### config.mk
export PLATFORM = sky130hd
export DESIGN_NAME = lstbc_device_flat
export DESIGN_NICKNAME = d
export VERILOG_FILES = /design/src/rtl/lstbc_pkg.sv /design/src/rtl/lstbc_if.sv /design/src/rtl/lstbc_device.sv /design/src/flat_wrapper.sv
export VERILOG_INCLUDE_DIRS = /design/src /design/src/rtl
export SDC_FILE = /design/constraint.sdc
export NUM_CORES = 1
export LEC_CHECK = 0
export ABC_AREA = 1
export CAP_MARGIN = 20
export CORE_MARGIN = 2
export CORE_UTILIZATION = 35
export CTS_CLUSTER_DIAMETER = 80
export DETAILED_ROUTE_END_ITERATION = 8
export DONT_BUFFER_PORTS = 1
export GPL_TIMING_DRIVEN = 0
export SETUP_SLACK_MARGIN = 0.3
export SLEW_MARGIN = 20
export SYNTH_ARGS = -nofsm -noshare
export SYNTH_HDL_FRONTEND = slang
export SYNTH_SLANG_ARGS = --single-unit
### constraint.sdc
create_clock -name clk_sys -period 3.8 [get_ports clk_sys]
set_input_delay 0.19 -clock clk_sys [delete_from_list [all_inputs] [get_ports clk_sys]]
set_output_delay 0.19 -clock clk_sys [all_outputs]
set_load 0.01 [all_outputs]
### src/rtl/lstbc_consts.svh
// Offsets, field positions, reset values and timing counts of the time base
`ifndef LSTBC_CONSTS_SVH
`define LSTBC_CONSTS_SVH

// Special function register addresses
`define LSTBC_ADDR_TAPS       16'hF060
`define LSTBC_ADDR_TRIM_LO    16'hF062
`define LSTBC_ADDR_TRIM_HI    16'hF063
`define LSTBC_ADDR_SEL_LO     16'hF064
`define LSTBC_ADDR_SEL_HI     16'hF065

// Reset values
`define LSTBC_RST_TRIM_LO     8'h00
`define LSTBC_RST_TRIM_HI     8'h00
`define LSTBC_RST_SEL_LO      8'h30
`define LSTBC_RST_SEL_HI      8'h06
`define LSTBC_RST_CHAIN       15'h0000

// Writable bits of the bytes that have reserved bits
`define LSTBC_MASK_TRIM_HI    8'h07
`define LSTBC_MASK_SEL_LO     8'h77
`define LSTBC_MASK_SEL_HI     8'h07

// Select field positions
`define LSTBC_SEL0_LSB        0
`define LSTBC_SEL1_LSB        4
`define LSTBC_SEL2_LSB        8

// Chain layout: bit 0 is the 16 kHz stage, bits 14..7 are 128 Hz .. 1 Hz
`define LSTBC_CHAIN_W         15
`define LSTBC_SLOW_LSB        7
`define LSTBC_TRIM_W          11
`define LSTBC_TRIM_PHASE_W    21
`define LSTBC_TRIM_SLOT_LSB   10

// Timing: half period of the slow clock, system clock period
`define LSTBC_SLOW_HALF_NS    15259
`define LSTBC_CLK_NS          100
`define LSTBC_HALF_CYC        ((`LSTBC_SLOW_HALF_NS) / (`LSTBC_CLK_NS))

// Controller register offsets (APB byte addresses)
`define LSTBC_HOST_ADDR       8'h00
`define LSTBC_HOST_WDATA      8'h04
`define LSTBC_HOST_CMD        8'h08
`define LSTBC_HOST_STATUS     8'h0C
`define LSTBC_HOST_RDATA      8'h10
`define LSTBC_HOST_REQ        8'h14
`define LSTBC_HOST_ENABLE     8'h18
`define LSTBC_CMD_WRITE_BIT   0
`define LSTBC_CMD_WORD_BIT    1
`define LSTBC_RST_ENABLE      3'h7

`endif

### src/rtl/lstbc_pkg.sv
// Types used by the two ends of the time base: host states and tap select
package lstbc_pkg;
	typedef enum logic [2:0] {
		HOST_IDLE = 3'b001,
		HOST_REQ  = 3'b010,
		HOST_WAIT = 3'b100
	} lstbc_host_state_t;

	typedef logic [2:0] lstbc_tap_sel_t;
endpackage : lstbc_pkg

### src/rtl/lstbc_if.sv
// Register port and interrupt lines between the time base and its controller
`timescale 1ns/10ps
interface lstbc_if;
	logic        sfrSel;
	logic        sfrWrite;
	logic        sfrWord;
	logic [15:0] sfrAddr;
	logic [15:0] sfrWdata;
	logic [15:0] sfrRdata;
	logic        sfrAck;
	logic [2:0]  tickIrq;

	modport dev (
		input  sfrSel,
		input  sfrWrite,
		input  sfrWord,
		input  sfrAddr,
		input  sfrWdata,
		output sfrRdata,
		output sfrAck,
		output tickIrq
	);

	modport host (
		output sfrSel,
		output sfrWrite,
		output sfrWord,
		output sfrAddr,
		output sfrWdata,
		input  sfrRdata,
		input  sfrAck,
		input  tickIrq
	);
endinterface : lstbc_if

### src/rtl/lstbc_device.sv
// Low-speed time base: divider chain, trim, tap readback and tick interrupts
//
// Operation
// Binary chain gives 32 kHz to 1 Hz taps
// Chain starts at zero, advances on falling edge
// Readback byte shows live 128 Hz..1 Hz taps
// Any readback write zeroes 128 Hz..1 Hz stages
// Clearing high selected tap raises a request
// Three sources fire on selected tap falling
// Source 0 select bits 2..0, default 128 Hz
// Source 1 select bits 6..4, default 16 Hz
// Source 2 select bits 10..8, default 2 Hz
// Codes halve rate upward; select resets 0630H
// Select change may itself raise a request
// Eleven-bit signed trim, 0.48 ppm steps
// Software code is ratio times 2097152
// Trim touches only 8 kHz..1 Hz taps
// Trim as word or two bytes, reset zero
// Software reads taps twice until equal
// Software masks, writes readback, clears request
// Request flag set one cycle after event
// Software waits one instruction before clearing
// Each request is one-cycle system-clock pulse
// Trim adds or drops counts over 2097152
`timescale 1ns/10ps
`include "lstbc_consts.svh"
module lstbc_device #(
	parameter int HALF_CYC = `LSTBC_HALF_CYC
) (
	input  wire logic        clk_sys,
	input  wire logic        sys_rst,
	lstbc_if.dev             link,
	output logic [15:0]      tapBus
);
	logic [7:0]                        halfCnt;
	logic                              halfTick;
	logic                              slowClock;
	logic                              slowFall;
	logic [`LSTBC_CHAIN_W-1:0]         slowDividerChain;
	logic [`LSTBC_CHAIN_W-1:0]         next_chain;
	logic                              upperAdvance;
	logic [`LSTBC_TRIM_PHASE_W-1:0]    trimPhase;
	logic [7:0]                        trimLow;
	logic [7:0]                        trimHigh;
	logic [7:0]                        irqSelectLow;
	logic [7:0]                        irqSelectHigh;
	logic [`LSTBC_TRIM_W-1:0]          trimValue;
	logic [11:0]                       trimMag;
	logic                              slotHit;
	logic                              trimAdd;
	logic                              trimSkip;
	logic [15:0]                       irqSelectWord;
	logic [7:0]                        slowTaps;
	logic                              wrByte;
	logic                              wrWord;
	logic                              tapClear;

	// Slow clock made as an enable: toggles every HALF_CYC system cycles
	// HALF_CYC must be at least two
	assign halfTick = (halfCnt == 8'(HALF_CYC - 1));
	assign slowFall = halfTick & slowClock;
	always_ff @(posedge clk_sys or posedge sys_rst) begin
		if (sys_rst) begin
			halfCnt   <= 8'h00;
			slowClock <= 1'b0;
		end else if (halfTick) begin
			halfCnt   <= 8'h00;
			slowClock <= ~slowClock;
		end else begin
			halfCnt <= halfCnt + 8'h01;
		end
	end

	// Trim: one slot per 1024 advances of the adjusted stage
	assign trimValue = {trimHigh[2:0], trimLow};
	assign trimMag   = trimValue[`LSTBC_TRIM_W-1] ?
		12'(-{trimValue[`LSTBC_TRIM_W-1], trimValue}) : {1'b0, trimValue};
	assign slotHit   = (trimPhase[`LSTBC_TRIM_SLOT_LSB-1:0] == 10'h000) &&
		({1'b0, trimPhase[`LSTBC_TRIM_PHASE_W-1:`LSTBC_TRIM_SLOT_LSB]} < trimMag);
	// Positive codes add a count in a slot, negative codes drop one
	assign trimAdd   = slotHit & ~trimValue[`LSTBC_TRIM_W-1];
	assign trimSkip  = slotHit & trimValue[`LSTBC_TRIM_W-1];

	// 8 kHz stage and above advance when the 16 kHz stage falls
	assign upperAdvance = slowFall & slowDividerChain[0];

	// Any write to the readback clears it, whatever the data
	assign wrByte   = link.sfrSel & link.sfrWrite & ~link.sfrWord;
	assign wrWord   = link.sfrSel & link.sfrWrite & link.sfrWord;
	assign tapClear = link.sfrSel & link.sfrWrite & (link.sfrAddr == `LSTBC_ADDR_TAPS);

	// Next chain value; a readback write wins over an advance in the same cycle
	always_comb begin
		next_chain = slowDividerChain;
		if (slowFall) begin
			next_chain[0] = ~slowDividerChain[0];
		end
		if (upperAdvance && !trimSkip) begin
			next_chain[`LSTBC_CHAIN_W-1:1] = slowDividerChain[`LSTBC_CHAIN_W-1:1] +
				(trimAdd ? 14'h0002 : 14'h0001);
		end
		if (tapClear) begin
			next_chain[`LSTBC_CHAIN_W-1:`LSTBC_SLOW_LSB] = 8'h00;
		end
	end

	always_ff @(posedge clk_sys or posedge sys_rst) begin
		if (sys_rst) begin
			slowDividerChain <= `LSTBC_RST_CHAIN;
		end else begin
			slowDividerChain <= next_chain;
		end
	end

	always_ff @(posedge clk_sys or posedge sys_rst) begin
		if (sys_rst) begin
			trimPhase <= '0;
		end else if (upperAdvance) begin
			trimPhase <= trimPhase + 21'h000001;
		end
	end

	// Trim bytes; reserved bits are masked and read back as zero
	always_ff @(posedge clk_sys or posedge sys_rst) begin
		if (sys_rst) begin
			trimLow  <= `LSTBC_RST_TRIM_LO;
			trimHigh <= `LSTBC_RST_TRIM_HI;
		end else if (wrWord && link.sfrAddr == `LSTBC_ADDR_TRIM_LO) begin
			trimLow  <= link.sfrWdata[7:0];
			trimHigh <= link.sfrWdata[15:8] & `LSTBC_MASK_TRIM_HI;
		end else if (wrByte && link.sfrAddr == `LSTBC_ADDR_TRIM_LO) begin
			trimLow <= link.sfrWdata[7:0];
		end else if (wrByte && link.sfrAddr == `LSTBC_ADDR_TRIM_HI) begin
			trimHigh <= link.sfrWdata[7:0] & `LSTBC_MASK_TRIM_HI;
		end
	end

	// Interrupt select bytes; a change may itself give a tick
	always_ff @(posedge clk_sys or posedge sys_rst) begin
		if (sys_rst) begin
			irqSelectLow  <= `LSTBC_RST_SEL_LO;
			irqSelectHigh <= `LSTBC_RST_SEL_HI;
		end else if (wrWord && link.sfrAddr == `LSTBC_ADDR_SEL_LO) begin
			irqSelectLow  <= link.sfrWdata[7:0] & `LSTBC_MASK_SEL_LO;
			irqSelectHigh <= link.sfrWdata[15:8] & `LSTBC_MASK_SEL_HI;
		end else if (wrByte && link.sfrAddr == `LSTBC_ADDR_SEL_LO) begin
			irqSelectLow <= link.sfrWdata[7:0] & `LSTBC_MASK_SEL_LO;
		end else if (wrByte && link.sfrAddr == `LSTBC_ADDR_SEL_HI) begin
			irqSelectHigh <= link.sfrWdata[7:0] & `LSTBC_MASK_SEL_HI;
		end
	end

	assign slowTaps      = slowDividerChain[`LSTBC_CHAIN_W-1:`LSTBC_SLOW_LSB];
	assign irqSelectWord = {irqSelectHigh, irqSelectLow};

	// Acknowledge one cycle after every request
	always_ff @(posedge clk_sys or posedge sys_rst) begin
		if (sys_rst) begin
			link.sfrAck <= 1'b0;
		end else begin
			link.sfrAck <= link.sfrSel;
		end
	end

	// Read data one cycle after the request; taps are live, not latched
	always_ff @(posedge clk_sys or posedge sys_rst) begin
		if (sys_rst) begin
			link.sfrRdata <= 16'h0000;
		end else if (link.sfrSel && !link.sfrWrite) begin
			case (link.sfrAddr)
				`LSTBC_ADDR_TAPS: link.sfrRdata <= {8'h00, slowTaps};
				`LSTBC_ADDR_TRIM_LO: link.sfrRdata <= link.sfrWord ?
					{trimHigh, trimLow} : {8'h00, trimLow};
				`LSTBC_ADDR_TRIM_HI: link.sfrRdata <= {8'h00, trimHigh};
				`LSTBC_ADDR_SEL_LO: link.sfrRdata <= link.sfrWord ?
					irqSelectWord : {8'h00, irqSelectLow};
				`LSTBC_ADDR_SEL_HI: link.sfrRdata <= {8'h00, irqSelectHigh};
				default: link.sfrRdata <= 16'h0000;
			endcase
		end
	end

	// Falling edge of each selected tap, caught from any cause
	genvar n;
	generate
		for (n = 0; n < 3; n++) begin : g_tick
			localparam int SelLsb = 4 * n;
			lstbc_pkg::lstbc_tap_sel_t sel;
			logic                      selTap;
			logic                      selTapPrev;
			assign sel    = irqSelectWord[SelLsb+2:SelLsb];
			assign selTap = slowTaps[sel];
			always_ff @(posedge clk_sys or posedge sys_rst) begin
				if (sys_rst) begin
					// Resets low like an idle tap, so no false edge follows reset
					selTapPrev       <= 1'b0;
					link.tickIrq[n]  <= 1'b0;
				end else begin
					selTapPrev      <= selTap;
					link.tickIrq[n] <= selTapPrev & ~selTap;
				end
			end
		end
	endgenerate

	// Tap levels for the peripherals that take base clocks
	assign tapBus = {slowDividerChain, slowClock};
endmodule : lstbc_device

### src/flat_wrapper.sv
// flat-port wrapper written by rule: the top's interface ports become plain ports
module lstbc_device_flat 
#(
	parameter int HALF_CYC = `LSTBC_HALF_CYC
)
  (clk_sys, sys_rst, tapBus, link_sfrSel, link_sfrWrite, link_sfrWord, link_sfrAddr, link_sfrWdata, link_sfrRdata, link_sfrAck, link_tickIrq);
  lstbc_if link_i ();
  input  wire logic clk_sys;
  input  wire logic sys_rst;
  output logic [15:0] tapBus;
  input wire logic [$bits(link_i.sfrSel)-1:0] link_sfrSel;
  input wire logic [$bits(link_i.sfrWrite)-1:0] link_sfrWrite;
  input wire logic [$bits(link_i.sfrWord)-1:0] link_sfrWord;
  input wire logic [$bits(link_i.sfrAddr)-1:0] link_sfrAddr;
  input wire logic [$bits(link_i.sfrWdata)-1:0] link_sfrWdata;
  output wire logic [$bits(link_i.sfrRdata)-1:0] link_sfrRdata;
  output wire logic [$bits(link_i.sfrAck)-1:0] link_sfrAck;
  output wire logic [$bits(link_i.tickIrq)-1:0] link_tickIrq;
  assign link_i.sfrSel = link_sfrSel;
  assign link_i.sfrWrite = link_sfrWrite;
  assign link_i.sfrWord = link_sfrWord;
  assign link_i.sfrAddr = link_sfrAddr;
  assign link_i.sfrWdata = link_sfrWdata;
  assign link_sfrRdata = link_i.sfrRdata;
  assign link_sfrAck = link_i.sfrAck;
  assign link_tickIrq = link_i.tickIrq;
  lstbc_device #(.HALF_CYC(HALF_CYC)) u_core (.clk_sys(clk_sys), .sys_rst(sys_rst), .link(link_i), .tapBus(tapBus));
endmodule
; Yosys cells after proc, flatten, opt, wreduce, memory -nomap -nowiden
; Index checks and enable logic that the tools add are counted.
[op_classes]
addsub = 4
magnitude_cmp = 4
eq_ne = 8
mux = 24
n_bitwise = 18
reduce_logical = 19
[op_table]
columns = cell, count
row1 = $mux W8, 12
row2 = $eq A16 B16 Y1 const B, 5
row3 = $pmux W16 S5, 1
row4 = $mux W16, 2
row5 = $add A21 B1 Y21 const B, 1
row6 = $add A14 B14 Y14, 1
row7 = $mux W14, 1
row8 = $lt A11 B12 Y1, 1
row9 = $lt A3 B4 Y1 const B, 3
row10 = $mux W12, 1
row11 = $neg A12 Y12, 1
row12 = $and A1 B1 Y1, 11
row13 = $logic_not A10 Y1, 1
row14 = $reduce_bool A2 Y1, 5
row15 = $bmux W1 S3, 3
row16 = $logic_and A1 B1 Y1, 9
row17 = $add A8 B1 Y8 const B, 1
row18 = $eq A8 B8 Y1 const B, 1
row19 = $not A1 Y1, 7
row20 = $ne A2 B1 Y1 const B, 2
row21 = $reduce_and A2 Y1, 2
row22 = $mux W1, 3
row23 = $logic_not A1 Y1, 2
row24 = $mux W2, 1
[totals]
register_bits = 100
inputBits = 37

; Longest topological paths before layout
[logic_depth]
depth_word = 9
depth_mapped = 29

; Worst setup path after synthesis
; OpenSTA, ideal clock, no wires.
[synth_path]
path_type = flip-flop to flip-flop
from = register u_core.trimLow[0]
to = register u_core.slowDividerChain[9]
setup_time_ns = 0.117
arrival_ns = 3.463
path_slack_ns = 0.219
stages_incl_launch_ff = 26
path_cell_list = dfrtp_1 > inv_1 > ha_1 > inv_1 > nor2_1 > nand2_1 > nor2_1 > nand2_1 > or4_1 > ha_1 > nand2_1 > nand2_1 > nor2_1 > nand4_1 > nand3b_1 > nor2_1 > inv_1 > ha_1 > fa_1 > inv_1 > nor2_1 > nand2_1 > xor2_1 > inv_1 > nand4_1 > nand2_1
[synth_between]
elab_chain_cells = 9
[synth_lines]
columns = item, line
row1 = "start, declared", lstbc_device.sv:43  ; logic [7:0] trimLow;
row2 = "start signal, assigned", lstbc_device.sv:126  ; trimLow <= `LSTBC_RST_TRIM_LO;
row3 = "start signal, assigned", lstbc_device.sv:129  ; trimLow <= link.sfrWdata[7:0];
row4 = "start signal, assigned", lstbc_device.sv:132  ; trimLow <= link.sfrWdata[7:0];
row5 = $neg A12 Y12, lstbc_device.sv:77  ; 12'(-{trimValue[`LSTBC_TRIM_W-1], trimValue}) : {1'b0, trimValue};
row6 = $mux W12 *, lstbc_device.sv:76  ; assign trimMag = trimValue[`LSTBC_TRIM_W-1] ?
row7 = $lt A11 B12 Y1 *, lstbc_device.sv:79  ; ({1'b0, trimPhase[`LSTBC_TRIM_PHASE_W-1:`LSTBC_TRIM_SLOT_LSB]} < trimMag);
row8 = $logic_and A1 B1 Y1 *, lstbc_device.sv:78  ; assign slotHit = (trimPhase[`LSTBC_TRIM_SLOT_LSB-1:0] == 10'h000) &&
row9 = $and A1 B1 Y1, lstbc_device.sv:81  ; assign trimAdd = slotHit & ~trimValue[`LSTBC_TRIM_W-1];
row10 = $mux W2, lstbc_device.sv:100  ; (trimAdd ? 14'h0002 : 14'h0001);
row11 = $add A14 B14 Y14, lstbc_device.sv:99  ; next_chain[`LSTBC_CHAIN_W-1:1] = slowDividerChain[`LSTBC_CHAIN_W-1:1] +
row12 = $mux W14, lstbc_device.sv:98  ; if (upperAdvance && !trimSkip) begin
row13 = $mux W8, lstbc_device.sv:102  ; if (tapClear) begin
row14 = "end signal, assigned", lstbc_device.sv:109  ; slowDividerChain <= `LSTBC_RST_CHAIN;
row15 = "end signal, assigned", lstbc_device.sv:111  ; slowDividerChain <= next_chain;
row16 = "end, declared", lstbc_device.sv:39  ; logic [`LSTBC_CHAIN_W-1:0] slowDividerChain;
; Every way passes the cells marked *; elsewhere a longest branch is shown, timed or not. The select of a mux whose other input is x is not followed.
; A chain may end at the register's enable or synchronous reset.

; Worst setup path after layout
[layout_path]
from = register u_core.trimLow[1]
to = register u_core.slowDividerChain[9]
; Same word-level chain as after synthesis.

==> results.md <==
- CTS sink count: 83
- R2R Path Start: u_core.trimLow[1]
- DRC: 0
- Final critical-path share of the clock period: 0.969
- Die X-Extent: 127 µm
- CP max FO: 4
- GP Congestion: 0.845
- Synth cell types: 40
- Cell family with most CP delay: simple AND/OR/NAND/NOR gates
- First-pass GRT wire length: 21.4 mm
- Post-detailed-placement half-perimeter wirelength: 9.55 mm
- Starting Density: 0.353
- Ys Warns: 0
- Crit path largest cell delay: 0.51 ns
- Inserted Clock Buffers: 9
- RSZ-0062 raised after global routing: true
- # port buffers: 0
- Pwr Total: 1.85 mW
- Slew headroom: 0.624
- Via/cell ratio: 4.84
- Yosys reg bits: 83
- Final hold vios: 0
- Core Rows: 45
- ANT cells: 0
- Clock transition at path regs: 0.06 ns
- DIE AREA: 16200 µm²
- Most used cell, CP: inv_2
- Worst ir drop on vdd: 0.228 mV
- Worst-skew pair later-pin latency: 0.35 ns
- Top FF cell, synth: dfrtp_1
- Avg Cell Area, Syn: 7.36 µm²
- Fmax: 272 MHz
- R2R Setup Slk: 0.12 ns
- Worst Hold Class: in2reg
- WL/cell: 13.4 µm
- Core area: 15000 µm²
- Number of global-route vias before repair: 4335
- CP required: 4.04 ns
- Htree depth: 3
- Hold_ws: 0.0109 ns
- Setup Skew: 0.00840 ns
- Critical Path Sink: u_core.slowDividerChain[9]
- CTS tree: yes
- Critical path's slowest cell: or4_4
- Final Setup Violations: 0
- Global route total overflow: 0
- Layout area overhead: 16.6%
- Non-Filler Instances: 949
- Fin crit period: 3.68 ns
- CP Class: reg2reg
- Worst path depth: 25
- # Max-Cap Violations: 0
- Worst setup margin: 0.118 ns
- Post-synth EDFFs: 0
- Critical path buffers and inverters: 5
- Pre-Repair DR Iteration Count: 5
- Crit path from: u_core.trimLow[1]
- CTS root buf: clkbuf_16
- Layout cell share with drive strength beyond 1: 0.158
- Detailed router's first-iteration violation count: 280
- Setup crit end kind: register
- Ys async rst share: 1.00
- Worst reg2reg path depth: 25
- Area after DPL: 5580 µm²
- Pwr dens: 299 nW/µm²
- Overall Global Routing Usage: 0.166
- Placed cells: 914
- Routed WL: 12.8 mm
- Synth Cell Area: 5310 µm²
- Outcome: finished, final reports clean
- Setup slack at placement: -0.189 ns
- Sequential area share after synthesis: 0.392
- Reg-to-Reg End: u_core.slowDividerChain[9]
- Max clock buf depth: 2
- Pin count of the biggest net entering global routing: 46
- CP Launch Type: register
- Synth Instances: 721
- Nets: 810
- Worst-margin pin slew: 0.564 ns
- # IOs: 73
- Vias: 4589
- Fin area: 6190 µm²
- Slew Limit Fails: 0
- Post-route ant nets: 0
- Die height: 127 µm
- Pleak: 3.09 nW
- CP arrival: 3.92 ns
- Initial antenna violation count: 0
-- area by class of cell --
class	count	area, µm²
Buffer	23	163
Clock buffer	10	239
Clock inverter	6	71.3
Fill cell	1539	8850
Inverter	97	370
Multi-Input combinational cell	522	2840
Sequential cell	83	2080
Tap cell	188	235
Timing Repair Buffer	20	184
-- synth_stat cells (2+ instances only) --
| cell | n | share of area |
|---|---|---|
| o21ai_2 | 10 | 0.017 |
| inv_2 | 2 | 0.0014 |
| nand2_2 | 6 | 0.0071 |
| o21ai_0 | 56 | 0.053 |
| buf_6 | 4 | 0.0085 |
| xor2_1 | 28 | 0.046 |
| o21ai_1 | 7 | 0.0066 |
| dfrtp_1 | 79 | 0.37 |
| ha_1 | 16 | 0.038 |
| xnor2_1 | 8 | 0.013 |
| dfstp_2 | 4 | 0.020 |
| a21oi_1 | 15 | 0.014 |
| nand4_1 | 19 | 0.022 |
| nor2_2 | 2 | 0.0024 |
| inv_1 | 92 | 0.065 |
| clkinv_2 | 3 | 0.0028 |
| nor3_2 | 2 | 0.0038 |
| buf_4 | 10 | 0.014 |
| nand2_1 | 199 | 0.14 |
| buf_2 | 7 | 0.0066 |
| clkbuf_1 | 2 | 0.0014 |
| a31oi_1 | 3 | 0.0035 |
| nor3_1 | 17 | 0.016 |
| nor2_1 | 75 | 0.053 |
| o22ai_1 | 2 | 0.0024 |
| nand3_1 | 39 | 0.037 |
-- power breakdown --
part	total (mW)	leakage [nW]	switching (mW)	internal, mW
Sequential	0.885	1.11	0.000702	0.884
Clock	0.913	0.146	0.380	0.533
Combinational	0.0518	1.83	0.0374	0.0144
-- cell usage in the layout (no fill, tap or decap), types with 9 or more instances in the layout --
cell type / count
buf_4: 22
dfrtp_1: 79
nand2_2: 11
nor2_1: 69
o21ai_2: 10
nand4_1: 19
inv_1: 84
o21ai_1: 11
clkbuf_16: 9
nand3_1: 36
ha_1: 13
nand2_1: 193
a21oi_1: 15
xor2_1: 28
inv_2: 9
o21ai_0: 52
nor3_1: 16
-- per-stage QoR --
step / utilization / TNS [ns]
after CTS: 0.406 / 0
after global routing: 0.412 / -0.262
after global placement: 0.370 / -0.400
final: 0.412 / 0
after detailed placement: 0.371 / -0.518
after floorplan: - / 0
-- worst min-delay path by stage --
stage                                start                      to  slack, ns  depth (start not counted)
after floorplan                link_sfrSel      u_core.link.sfrAck       0.22                          0
after global placement         link_sfrSel      u_core.link.sfrAck       0.22                          0
after detailed placement           sys_rst       u_core.halfCnt[7]       0.17                          1
after CTS                 link_sfrWdata[6]  u_core.irqSelectLow[6]      0.001                          2
after global routing      link_sfrWdata[6]  u_core.irqSelectLow[6]      0.009                          2
final                     link_sfrWdata[6]  u_core.irqSelectLow[6]       0.01                          2
-- flip-flops by register name, indices dropped and copies added, names as in the netlist, 3 cells and up --
signal / count
u_core.g_tick.selTapPrev: 3
u_core.halfCnt: 8
u_core.irqSelectHigh: 3
u_core.irqSelectLow: 6
u_core.link.sfrRdata: 11
u_core.link.tickIrq: 3
u_core.slowDividerChain: 15
u_core.trimHigh: 3
u_core.trimLow: 8
u_core.trimPhase: 21
-- metal layers --
metal	vias to the layer above	share of wire	routed length, µm	GRT usage
li1	2356	-	-	-
met1	2107	0.48	6180	0.232
met2	117	0.45	5680	0.255
met3	9	0.060	763	0.0482
met4	0	0.010	131	0.0401
met5	-	0	0	0
-- logic make-up after synthesis --
group,synth area share
xor+xnor,0.0594
buf+inv,0.100
other cells,0.000707
flops,0.392
fa+ha+maj,0.0415
compound gates,0.101
simple gates,0.305
-- what timing repair did --
action / in CTS / in global routing
gates resized for setup: 21 / 21
setup buffers: 12 / 3
endpoints found under the hold margin: 47 / 0
hold buffers: 4 / 0
endpoints found under the setup margin: 13 / 13
pin swaps: 9 / 18
(Power assumes the default switching activity.)
